[src/rtl/adcs_pkg.sv]
// shared constants for the converter control bytes and the serial read path
package adcs_pkg;
  // ----------------------------------------
  // byte field positions
  // ----------------------------------------
  localparam int BIT_REG = 7;
  localparam int BIT_REF_HI = 6;
  localparam int BIT_REF_LO = 4;
  localparam int BIT_CLK = 3;
  localparam int BIT_POL = 2;
  localparam int BIT_RST = 1;
  localparam int BIT_SCAN_HI = 6;
  localparam int BIT_SCAN_LO = 5;
  localparam int BIT_PICK = 1;
  localparam int BIT_TOPO = 0;
  // ----------------------------------------
  // values after reset
  // ----------------------------------------
  localparam logic [2:0] RST_REF = 3'h0;
  localparam logic RST_CLK = 1'b0;
  localparam logic RST_POL = 1'b0;
  localparam logic [1:0] RST_SCAN = 2'h0;
  localparam logic RST_PICK = 1'b0;
  localparam logic RST_TOPO = 1'b1;
  // ----------------------------------------
  // encodings and counts
  // ----------------------------------------
  localparam logic [1:0] SCAN_UP = 2'h0;
  localparam logic [1:0] SCAN_EIGHT = 2'h1;
  localparam logic [1:0] SCAN_RSVD = 2'h2;
  localparam logic [1:0] SCAN_ONCE = 2'h3;
  localparam logic [3:0] EIGHT_CONV = 4'h8;
  localparam logic [1:0] IN_ZERO = 2'h0;
  localparam logic [1:0] IN_ONE = 2'h1;
  localparam logic [1:0] IN_GND = 2'h2;
  localparam logic [3:0] BYTE_BITS = 4'h8;
  localparam logic [3:0] LEAD_ONES = 4'h6;
  localparam int RES_W = 10;
  localparam int FIFO_D = 8;
  // arbitrary neutral slave address, not tied to any part
  localparam logic [6:0] DEF_ADDR = 7'h2A;
  typedef enum logic [2:0] {
    ST_IDLE, ST_ADDR, ST_ADDR_ACK, ST_WR_BYTE, ST_WR_ACK, ST_RD_BYTE, ST_RD_ACK
  } adcs_state_t;
endpackage

[src/rtl/adcs_ctrl.sv]
// control byte decoder and two-wire slave read path of the sampling converter
// Behaviour
// - write byte msb selects setup or configuration
// - setup bit 2 picks bipolar or unipolar
// - setup bit 1 low restores configuration defaults
// - setup bit 0 is ignored
// - setup bit 3 picks conversion clock source
// - configuration bits 6..5 hold scan pattern
// - scan pattern sets conversions per read
// - configuration bit 0 picks single or differential
// - single-ended measures picked input against ground
// - differential pick swaps positive and negative inputs
// - device acks read address then sends data
// - result sent as two bytes, six ones first
// - on nack device releases data line
`timescale 1ns/1ps
module adcs_ctrl
  import adcs_pkg::*;
#(
  parameter logic [6:0] SLAVE_ADDR = adcs_pkg::DEF_ADDR
) (
  input wire logic clk_in, // 50 MHz system clock
  input wire logic nrst_in, // sync reset, active low
  input wire logic ce_in, // clock enable, freezes all state
  input wire logic scl_in, // serial clock pin
  input wire logic sda_in, // serial data pin level
  output logic sda_out, // serial data drive level
  output logic sda_oe_n_out, // low while pulling data low
  input wire logic [adcs_pkg::RES_W-1:0] result_in, // converted result
  input wire logic result_valid_in, // result offered
  output logic result_ready_out, // result buffer has room
  output logic conv_start_out, // pulse: read address accepted
  output logic [2:0] ref_pick_out, // reference select field
  output logic conv_clk_ext_out, // 1: serial clock drives conversion
  output logic polarity_pick_out, // 1: bipolar
  output logic [1:0] scan_pattern_out, // scan pattern field
  output logic input_pick_out, // channel pick bit
  output logic input_topology_out, // 1: single-ended
  output logic [3:0] conv_count_out, // conversions per read, 0 reserved
  output logic [1:0] pos_in_out, // positive input: zero, one
  output logic [1:0] neg_in_out // negative input: zero, one, ground
);
  import adcs_pkg::*;

  // ----------------------------------------
  // pin synchronisers and bus conditions
  // ----------------------------------------
  logic [1:0] scl_s_q;
  logic [1:0] sda_s_q;
  logic scl_p_q;
  logic sda_p_q;
  logic scl_rise;
  logic scl_fall;
  logic bus_start;
  logic bus_stop;
  always_ff @(posedge clk_in) begin
    if (!nrst_in) begin
      scl_s_q <= 2'h3;
      sda_s_q <= 2'h3;
      scl_p_q <= 1'b1;
      sda_p_q <= 1'b1;
    end else if (ce_in) begin
      scl_s_q <= {scl_s_q[0], scl_in};
      sda_s_q <= {sda_s_q[0], sda_in};
      scl_p_q <= scl_s_q[1];
      sda_p_q <= sda_s_q[1];
    end
  end
  assign scl_rise = scl_s_q[1] && !scl_p_q;
  assign scl_fall = !scl_s_q[1] && scl_p_q;
  assign bus_start = scl_s_q[1] && scl_p_q && !sda_s_q[1] && sda_p_q;
  assign bus_stop = scl_s_q[1] && scl_p_q && sda_s_q[1] && !sda_p_q;

  // ----------------------------------------
  // result buffer
  // ----------------------------------------
  logic [RES_W-1:0] fifo_data;
  logic fifo_valid;
  logic take_word;
  adcs_fifo #(.W(RES_W), .D(FIFO_D)) u_fifo (
    .clk_in(clk_in),
    .nrst_in(nrst_in),
    .ce_in(ce_in),
    .in_data_in(result_in),
    .in_valid_in(result_valid_in),
    .in_ready_out(result_ready_out),
    .out_data_out(fifo_data),
    .out_valid_out(fifo_valid),
    .out_ready_in(take_word)
  );

  // ----------------------------------------
  // serial state machine
  // ----------------------------------------
  adcs_state_t state_q;
  logic [3:0] cnt_q;
  logic [7:0] rx_q;
  logic [7:0] tx_q;
  logic half_q;
  logic ack_q;
  logic [RES_W-1:0] word_q;
  logic [RES_W-1:0] word_now;
  logic wr_dec;
  logic addr_hit;
  assign addr_hit = (rx_q[7:1] == SLAVE_ADDR);
  assign wr_dec = (state_q == ST_WR_BYTE) && scl_fall && (cnt_q == BYTE_BITS);
  // with the buffer dry the last word is sent again rather than garbage
  assign word_now = fifo_valid ? fifo_data : word_q;
  // a read cut off after its first byte leaves half_q set, so the address ack must not test it
  assign take_word = ce_in && scl_fall && fifo_valid &&
    ((state_q == ST_ADDR_ACK && rx_q[0]) || (state_q == ST_RD_ACK && !ack_q && !half_q));

  always_ff @(posedge clk_in) begin
    if (!nrst_in) begin
      state_q <= ST_IDLE;
      cnt_q <= 4'h0;
      rx_q <= 8'h00;
      tx_q <= 8'hFF;
      half_q <= 1'b0;
      ack_q <= 1'b1;
      word_q <= '0;
      sda_out <= 1'b0;
      sda_oe_n_out <= 1'b1;
      conv_start_out <= 1'b0;
    end else if (ce_in) begin
      conv_start_out <= 1'b0;
      if (bus_start) begin
        state_q <= ST_ADDR;
        cnt_q <= 4'h0;
        sda_oe_n_out <= 1'b1;
      end else if (bus_stop) begin
        state_q <= ST_IDLE;
        sda_oe_n_out <= 1'b1;
      end else begin
        case (state_q)
          ST_IDLE: begin
            sda_oe_n_out <= 1'b1;
          end
          ST_ADDR, ST_WR_BYTE: begin
            if (scl_rise && cnt_q != BYTE_BITS) begin
              rx_q <= {rx_q[6:0], sda_s_q[1]};
              cnt_q <= cnt_q + 4'h1;
            end else if (scl_fall && cnt_q == BYTE_BITS) begin
              if (state_q == ST_WR_BYTE || addr_hit) begin
                sda_oe_n_out <= 1'b0;
                state_q <= (state_q == ST_ADDR) ? ST_ADDR_ACK : ST_WR_ACK;
              end else begin
                state_q <= ST_IDLE;
              end
            end
          end
          ST_WR_ACK: begin
            if (scl_fall) begin
              sda_oe_n_out <= 1'b1;
              cnt_q <= 4'h0;
              state_q <= ST_WR_BYTE;
            end
          end
          ST_ADDR_ACK, ST_RD_ACK: begin
            if (scl_rise && state_q == ST_RD_ACK) ack_q <= sda_s_q[1];
            if (scl_fall) begin
              if (state_q == ST_ADDR_ACK && !rx_q[0]) begin
                sda_oe_n_out <= 1'b1;
                cnt_q <= 4'h0;
                state_q <= ST_WR_BYTE;
              end else if (state_q == ST_RD_ACK && ack_q) begin
                sda_oe_n_out <= 1'b1;
                state_q <= ST_IDLE;
              end else begin
                if (state_q == ST_ADDR_ACK) begin
                  conv_start_out <= 1'b1;
                  half_q <= 1'b0;
                end
                if (!half_q || state_q == ST_ADDR_ACK) begin
                  word_q <= word_now;
                  sda_oe_n_out <= 1'b1;
                  tx_q <= {{6{1'b1}}, word_now[9:8]};
                end else begin
                  sda_oe_n_out <= word_q[7];
                  tx_q <= word_q[7:0];
                end
                cnt_q <= 4'h1;
                state_q <= ST_RD_BYTE;
              end
            end
          end
          ST_RD_BYTE: begin
            if (scl_fall) begin
              if (cnt_q == BYTE_BITS) begin
                sda_oe_n_out <= 1'b1;
                half_q <= !half_q;
                state_q <= ST_RD_ACK;
              end else begin
                sda_oe_n_out <= tx_q[7 - cnt_q[2:0]];
                cnt_q <= cnt_q + 4'h1;
              end
            end
          end
          default: state_q <= ST_IDLE;
        endcase
      end
    end
  end

  // ----------------------------------------
  // control registers
  // ----------------------------------------
  logic [2:0] ref_q;
  logic clk_q;
  logic pol_q;
  logic [1:0] scan_q;
  logic pick_q;
  logic topo_q;
  // setup register: bit 0 has no home, so it is dropped
  always_ff @(posedge clk_in) begin
    if (!nrst_in) begin
      ref_q <= RST_REF;
      clk_q <= RST_CLK;
      pol_q <= RST_POL;
    end else if (ce_in && wr_dec && rx_q[BIT_REG]) begin
      ref_q <= rx_q[BIT_REF_HI:BIT_REF_LO];
      clk_q <= rx_q[BIT_CLK];
      pol_q <= rx_q[BIT_POL];
    end
  end
  // configuration register: bits 4..2 are don't-care
  always_ff @(posedge clk_in) begin
    if (!nrst_in) begin
      scan_q <= RST_SCAN;
      pick_q <= RST_PICK;
      topo_q <= RST_TOPO;
    end else if (ce_in && wr_dec) begin
      if (rx_q[BIT_REG] && !rx_q[BIT_RST]) begin
        scan_q <= RST_SCAN;
        pick_q <= RST_PICK;
        topo_q <= RST_TOPO;
      end else if (!rx_q[BIT_REG]) begin
        scan_q <= rx_q[BIT_SCAN_HI:BIT_SCAN_LO];
        pick_q <= rx_q[BIT_PICK];
        topo_q <= rx_q[BIT_TOPO];
      end
    end
  end

  // ----------------------------------------
  // steering and scan decode
  // ----------------------------------------
  function automatic logic [3:0] conv_count(input logic [1:0] scan, input logic pick);
    case (scan)
      SCAN_UP: conv_count = {3'h0, pick} + 4'h1;
      SCAN_EIGHT: conv_count = EIGHT_CONV;
      SCAN_ONCE: conv_count = 4'h1;
      default: conv_count = 4'h0;
    endcase
  endfunction
  always_ff @(posedge clk_in) begin
    if (!nrst_in) begin
      pos_in_out <= IN_ZERO;
      neg_in_out <= IN_GND;
      conv_count_out <= 4'h1;
    end else if (ce_in) begin
      conv_count_out <= conv_count(scan_q, pick_q);
      pos_in_out <= pick_q ? IN_ONE : IN_ZERO;
      if (topo_q) neg_in_out <= IN_GND;
      else neg_in_out <= pick_q ? IN_ZERO : IN_ONE;
    end
  end
  assign ref_pick_out = ref_q;
  assign conv_clk_ext_out = clk_q;
  assign polarity_pick_out = pol_q;
  assign scan_pattern_out = scan_q;
  assign input_pick_out = pick_q;
  assign input_topology_out = topo_q;

  // ----------------------------------------
  // checks
  // ----------------------------------------
  property p_setup_fields;
    @(posedge clk_in) disable iff (!nrst_in || !ce_in)
    wr_dec && rx_q[BIT_REG] |=> pol_q == $past(rx_q[BIT_POL]) &&
      clk_q == $past(rx_q[BIT_CLK]);
  endproperty
  a_setup_fields: assert property (p_setup_fields) else $error("setup write lost");
  property p_ref_field;
    @(posedge clk_in) disable iff (!nrst_in || !ce_in)
    wr_dec && rx_q[BIT_REG] |=> ref_q == $past(rx_q[6:4]);
  endproperty
  a_ref_field: assert property (p_ref_field) else $error("reference field wrong");
  property p_cfg_fields;
    @(posedge clk_in) disable iff (!nrst_in || !ce_in)
    wr_dec && !rx_q[BIT_REG] |=> scan_q == $past(rx_q[6:5]) &&
      topo_q == $past(rx_q[0]) && pick_q == $past(rx_q[1]);
  endproperty
  a_cfg_fields: assert property (p_cfg_fields) else $error("config write lost");
  property p_cfg_restore;
    @(posedge clk_in) disable iff (!nrst_in || !ce_in)
    wr_dec && rx_q[BIT_REG] && !rx_q[BIT_RST] |=> scan_q == 2'h0 && topo_q && !pick_q;
  endproperty
  a_cfg_restore: assert property (p_cfg_restore) else $error("config not restored");
  property p_eight;
    @(posedge clk_in) disable iff (!nrst_in || !ce_in)
    scan_q == SCAN_EIGHT ##1 scan_q == SCAN_EIGHT |-> conv_count_out == 4'h8;
  endproperty
  a_eight: assert property (p_eight) else $error("scan count wrong");
  property p_diff_swap;
    @(posedge clk_in) disable iff (!nrst_in || !ce_in)
    !topo_q && pick_q ##1 !topo_q && pick_q |-> pos_in_out == 2'h1 && neg_in_out == 2'h0;
  endproperty
  a_diff_swap: assert property (p_diff_swap) else $error("differential steering wrong");
  property p_addr_ack;
    @(posedge clk_in) disable iff (!nrst_in || !ce_in)
    state_q == ST_ADDR_ACK |-> !sda_oe_n_out;
  endproperty
  a_addr_ack: assert property (p_addr_ack) else $error("address not acked");
  property p_lead_ones;
    @(posedge clk_in) disable iff (!nrst_in || !ce_in)
    state_q == ST_RD_BYTE && !half_q && cnt_q <= LEAD_ONES |-> sda_oe_n_out;
  endproperty
  a_lead_ones: assert property (p_lead_ones) else $error("lead bits not high");
  property p_nack_release;
    @(posedge clk_in) disable iff (!nrst_in || !ce_in)
    state_q == ST_RD_ACK && scl_fall && ack_q && !bus_start |=>
      sda_oe_n_out && state_q == ST_IDLE;
  endproperty
  a_nack_release: assert property (p_nack_release) else $error("line held after nack");
endmodule // adcs_ctrl

[src/rtl/adcs_fifo.sv]
// result buffer between the converter and the serial read path
`timescale 1ns/1ps
module adcs_fifo #(
  parameter int W = 10,
  parameter int D = 8
) (
  input wire logic clk_in, // system clock
  input wire logic nrst_in, // sync reset, active low
  input wire logic ce_in, // clock enable
  input wire logic [W-1:0] in_data_in, // word to store
  input wire logic in_valid_in, // word offered
  output logic in_ready_out, // room for a word
  output logic [W-1:0] out_data_out, // oldest word
  output logic out_valid_out, // a word is held
  input wire logic out_ready_in // oldest word taken
);
  localparam int AW = $clog2(D);
  initial begin
    if (D < 2 || (1 << AW) != D) $error("adcs_fifo depth must be a power of two >= 2");
  end
  logic [W-1:0] mem_q [D];
  logic [AW-1:0] wr_q;
  logic [AW-1:0] rd_q;
  logic [AW:0] cnt_q;
  logic [AW:0] cnt_d;
  logic push;
  logic pop;
  assign out_valid_out = (cnt_q != '0);
  assign out_data_out = mem_q[rd_q];
  assign push = in_valid_in && in_ready_out;
  assign pop = out_valid_out && out_ready_in;
  assign cnt_d = cnt_q + (AW+1)'(push) - (AW+1)'(pop);
  always_ff @(posedge clk_in) begin
    if (!nrst_in) begin
      wr_q <= '0;
      rd_q <= '0;
      cnt_q <= '0;
      in_ready_out <= 1'b1;
    end else if (ce_in) begin
      if (push) wr_q <= wr_q + 1'b1;
      if (pop) rd_q <= rd_q + 1'b1;
      cnt_q <= cnt_d;
      // ready is registered from the next count cnt_d, so it matches the room left in cnt_q with no lag
      in_ready_out <= (cnt_d != (AW+1)'(D));
    end
  end
  always_ff @(posedge clk_in) begin
    if (ce_in && push) mem_q[wr_q] <= in_data_in;
  end
endmodule // adcs_fifo

[config.mk]
export PLATFORM = sky130hd
export DESIGN_NAME = adcs_ctrl
export DESIGN_NICKNAME = d
export VERILOG_FILES = /design/src/rtl/adcs_pkg.sv /design/src/rtl/adcs_ctrl.sv /design/src/rtl/adcs_fifo.sv
export SDC_FILE = /design/constraint.sdc
export NUM_CORES = 1
export LEC_CHECK = 0
export BUFFER_PORTS_ARGS = -buffer_cell sky130_fd_sc_hd__buf_2
export CORE_ASPECT_RATIO = 1.5
export CORE_MARGIN = 1
export CORE_UTILIZATION = 55
export DETAILED_ROUTE_END_ITERATION = 16
export HOLD_SLACK_MARGIN = 0.08
export PLACE_DENSITY = 0.76
export SYNTH_ARGS = -nofsm -noshare
export SYNTH_HDL_FRONTEND = slang
export SYNTH_SLANG_ARGS = --single-unit
export TNS_END_PERCENT = 20
[constraint.sdc]
create_clock -name clk_in -period 3.5 [get_ports clk_in]
set_clock_uncertainty 0.1 [all_clocks]
set_input_delay 1.05 -clock clk_in [delete_from_list [all_inputs] [get_ports clk_in]]
set_output_delay 1.05 -clock clk_in [all_outputs]
set_load 0.03 [all_outputs]
Yosys cells after proc, flatten, opt, wreduce, memory -nomap -nowiden
Memories as Yosys holds them, arrays and structs flattened. A register that Yosys moved wholly into a read port is not among the register bits.
Index checks and enable logic that the tools add are counted.
{ "word_totals": {"mem_count": 1, "ff_bits": 71, "ramBits": 80, "in_bits": 16, "word_cells": 199, "output_inout_bits": 21} }
{ "classes": {"mux": 68, "n_eq_ne": 34, "bitwise": 4, "n_lt_le_gt_ge": 1, "addsub": 7, "reduce_logical": 57} }
{ "mem_list": {"columns": ["name", "words", "width", "read_ports", "rd_clocked_by_memory_dff", "wr", "line_no", "source"], "rows": [
  ["u_fifo.mem_q", 8, 10, 1, 1, 1, "adcs_fifo.sv:21", "logic [W-1:0] mem_q [D];"]
]} }
{ "op_table": {"columns": ["op", "n"], "rows": [
  ["$mux 3", 14],
  ["$ne 4x4->1 const B", 10],
  ["$mux 4", 9],
  ["$mux 1", 34],
  ["$lt 32x4->1 const B", 1],
  ["$logic_and 1x1->1", 26],
  ["$reduce_and 8->1", 3],
  ["$ne 3x3->1 const B", 6],
  ["$reduce_and 9->1", 2],
  ["$pmux 4 s4", 1],
  ["$pmux 3 s5", 1],
  ["$ne 2x2->1 const B", 7],
  ["$pmux 4 s3", 1],
  ["$mux 10", 1],
  ["$reduce_and 10->1", 1],
  ["$reduce_and 5->1", 2],
  ["$eq 3x3->1 const B", 3],
  ["$logic_not 1->1", 8],
  ["$mux 8", 1],
  ["$eq 7x6->1 const B", 1],
  ["$reduce_and 7->1", 1],
  ["$reduce_bool 7->1", 1],
  ["$add 3x1->3 const B", 2],
  ["$eq 3x2->1 const B", 2],
  ["23 further kinds", 33]
]} }

Depth between registers and ports, before layout
{ "logic_depth": {"depth_word": 9, "ltp_mapped": 15, "mapped_depth_nobuf": 13} }

Hierarchy
From an unflattened synthesis, not the netlist that was laid out.
{ "hier_totals": {"hier_cells": 519, "area_unflattened_um2": 6602.6} }
{ "modules_own_cells": {"columns": ["mod", "cells_each", "n_inst", "area_per_inst_um2"], "rows": [
  ["adcs_fifo", 204, 1, 3836.2],
  ["adcs_ctrl", 315, 1, 2766.4]
]} }

Worst setup path after synthesis
Ideal clock, no wire load.
{ "synth_path": {"path_kind": "input to register", "start": "input ce_in", "end": "register u_fifo.in_ready_out", "t_arrival_ps": 3220, "stages": 14, "setup_ps": 129, "n_path_buf": 2, "slack_ps": 50, "cell_sequence": "nand3b_4 nor4b_4 and3_1 buf_2 buf_6 ha_1 inv_1 ha_1 inv_1 fa_1 xor2_1 nand4b_1 o22ai_1 nand2_1"} }
{ "synth_between": {"elab_chain_len": 6} }
{ "synth_lines": {"columns": ["item", "line_no", "source"], "rows": [
  ["start: declaration", "adcs_ctrl.sv:24", "input wire logic ce_in,"],
  ["$logic_and 1x1->1 (3 in a row)", "adcs_ctrl.sv:110", "assign take_word = ce_in && scl_fall && fifo_valid &&"],
  ["$logic_and 1x1->1", "adcs_fifo.sv:31", "assign pop = out_valid_out && out_ready_in;"],
  ["$sub 4x1->4", "adcs_fifo.sv:32", "assign cnt_d = cnt_q + (AW+1)'(push) - (AW+1)'(pop);"],
  ["$ne 4x4->1", "adcs_fifo.sv:44", "in_ready_out <= (cnt_d != (AW+1)'(D));"],
  ["end signal: assignment", "adcs_fifo.sv:44", null],
  ["end: declaration", "adcs_fifo.sv:12", "output logic in_ready_out,"]
]} }
Several ways; a longest one is shown, not always the timed one.
A chain may end at the register's enable or synchronous reset.

Worst setup path after layout
Same ends and word-level chain as after synthesis.

==> summary.md <==
| Metric | Value |
|---|---|
| Area leader, netlist | edfxtp_1 |
| Slowest-stage cell, CP | fa_1 |
| WL met2 | 6630 microns |
| Cell Rows | 48 |
| Max Freq | 322 MHz |
| Final net count | 576 |
| HPWL after DPL | 8040 microns |
| Min Tclk post-route | 3.11 ns |
| First-pass GRT wire length | 20200 microns |
| Max clock buf depth | 2 |
| Hold crit path type | flop to flop |
| Unrepaired setup endpoints after global routing | no |
| Slew @ Worst Pin | 0.891 ns |
| Clk root buf | clkbuf_16 |
| Initial antenna violation count | 0 |
| Diodes inserted | 0 |
| # port buffers | 33 |
| Antenna-violating nets left | 0 |
| Vias | 4131 |
| Drt drc | 0 |
| Slew margin rel. | 0.405 |
| Clock Latency Late Sink | 0.42 ns |
| Layout Utilization | 0.642 |
| Asr flop ratio synth | 0 |
| Final hold slack | 0.377 ns |
| WL/cell | 17.1 microns |
| Dpl cells | 681 |
| Cell area after synthesis | 6500 sq um |
| Crit path max-delay family | simple AND/OR/NAND/NOR gates |
| Starting Density | 0.564 |
| Sequential-to-total area share from yosys stat | 0.591 |
| Final period utilization | 0.888 |
| Chip height | 135 microns |
| Syn avg cell area | 12.7 sq um |
| Chip width | 90.8 microns |
| CTS Buf Count | 17 |
| Post-synth EDFFs | 80 |
| Largest net degree at the start of global routing | 47 |
| Fin. Hold Viols | 0 |
| Count of cell types in the netlist | 67 |
| Status | finished clean |
| Met3 Routed Length | 343 microns |
| CTS H-tree lvls | 4 |
| Synth Instances | 510 |
| Clock sink count | 152 |
| Drt first pass iters | 5 |
| Synth Register Bits | 152 |
| Critical path class | input pin to flop |
| Layout cell share with drive strength beyond 1 | 0.220 |
| Leak | 2.63 nW |
| Gpl congestion | 0.803 |
| Post-Layout Cell Count | 713 |
| Drt via density | 5.79 |
| Slew Limit Fails | 0 |
| Setup violations, final | 0 |
| Element type at the critical path start | input pin |
| Worst path required time | 3.69 ns |
| Crit path cell chain | buf_2, nand3b_4, nor4b_4, and3_1, ha_1, inv_1, ha_1, inv_1, fa_1, xor2_1, nand4b_1, o22ai_1, nand2_1 |
| Num ports | 37 |
| First-iteration detailed-routing DRC count | 275 |
| Synth-to-layout area growth | 13.8% |
| # Post-CTS Setup Buffers | 0 |
| Max-cap viol count | 0 |
| Max incr delay on CP | 0.41 ns |
| Maximum VDD drop | 0.378 mV |
| Count leader, synth | edfxtp_1 |
| Worst-path clk slew | 0.06 ns |
| CP arrival | 3.30 ns |
| Top post-synthesis cells by area | edfxtp_1 (37%), dfxtp_1 (22%), mux4_2 (7.6%) |
| Met1 WL | 4910 microns |
| Dominant synthesized flop cell | edfxtp_1 |
| Top Layer Used | met4 |
| Worst-path fanout max | 5 |
| Post-CTS Hold Buffers | 0 |
| PwrDens | 513 nW/um^2 |
| Final wirelength | 12200 microns |
| Core area | 11500 sq um |
| Global route overflow | 0 |
| Post-CTS resize count | 0 |
| Synth warn | 0 |
| CTS tree | built |
| CP Capture Type | flop |
| Post-synth top cells | edfxtp_1 (80), dfxtp_1 (72), nor2_1 (54), mux2i_1 (36), nand2_1 (35) |
| Vias in the first global route | 4177 |
| Crit path buf inv count | 3 |
| Global-route usage over all layers | 0.215 |
| Fraction of synthesized cell area taken by the top area cell type | 0.370 |
| DIE AREA | 12300 sq um |
[cell type report]
cell class	count	area (sq um)
multi-input cells	313	2450
fillers	882	4130
repair buffers	50	293
well taps	150	188
clock inverters	14	136
clock buffers	18	429
flip-flops and latches	152	3840
inverters	16	60.1
[per-stage QoR]
stage                     area [sq um]  total power [mW]  worst slack [ns]  TNS (ns)
after floorplan                   6510              2.05            0.0503         0
after global placement            6830              2.09            0.0999         0
after detailed placement          6830              2.10           -0.0436   -0.0436
after CTS                         7400              3.83             0.388         0
after global routing              7400              3.92             0.183         0
final                             7400              3.80             0.391         0
[path summary, 6_finish.rpt]
kind	start	end	slack, ns	cells after the start
max	ce_in	u_fifo.in_ready_out	0.39	13
min	scl_s_q[0]	scl_s_q[0]	0.38	2
max reg2reg	scl_p_q	u_fifo.in_ready_out	0.45	12
min reg2reg	scl_s_q[0]	scl_s_q[0]	0.38	2
[logic make-up after synthesis]
kind of cell             count (synthesis)  synth area share
flip-flops                             152             0.591
multiplexers                            60             0.135
adder cells (fa/ha/maj)                 10            0.0204
XOR/XNOR                                 6           0.00808
buffers and inverters                   47            0.0333
AND/OR/NAND/NOR                        161             0.129
other                                    1          0.000577
AO/OA/AOI/OAI                           73            0.0826
[power by group]
part           switching, mW  internal (mW)
sequential            0.0137           1.90
clock                  0.736          0.996
combinational         0.0965         0.0578
[worst min-delay path, delay by kind of cell (launching register included)]
kind	cells	cell delay [ns]
simple gates	1	0.06
mux	1	0.06
flops	1	0.33
[flip-flops by register name, indices dropped and copies added (netlist names), 4 cells and up, named ones only]
register / flops
tx_q: 8
cnt_q: 4
u_fifo.cnt_q: 4
rx_q: 8
u_fifo.mem_q: 80
word_q: 10
[layer usage]
metal	vias to the layer above	global-route usage
li1	1972	-
met1	2046	0.233
met2	81	0.397
met3	32	0.0466
met4	0	0.101
met5	-	0
[placed cells by master, fill, tap and decap left out, types with 7 or more instances in the layout]
cell type	instances
a211oi_2	8
a21oi_1	15
buf_2	33
buf_4	17
clkbuf_16	17
dfxtp_1	72
edfxtp_1	80
ha_1	9
inv_1	15
mux2i_1	36
mux4_2	22
nand2_1	35
nand3_1	11
nor2_1	54
nor3_1	9
o21ai_0	11
o22ai_1	7
No activity file was read; power rests on OpenSTA's default activity.
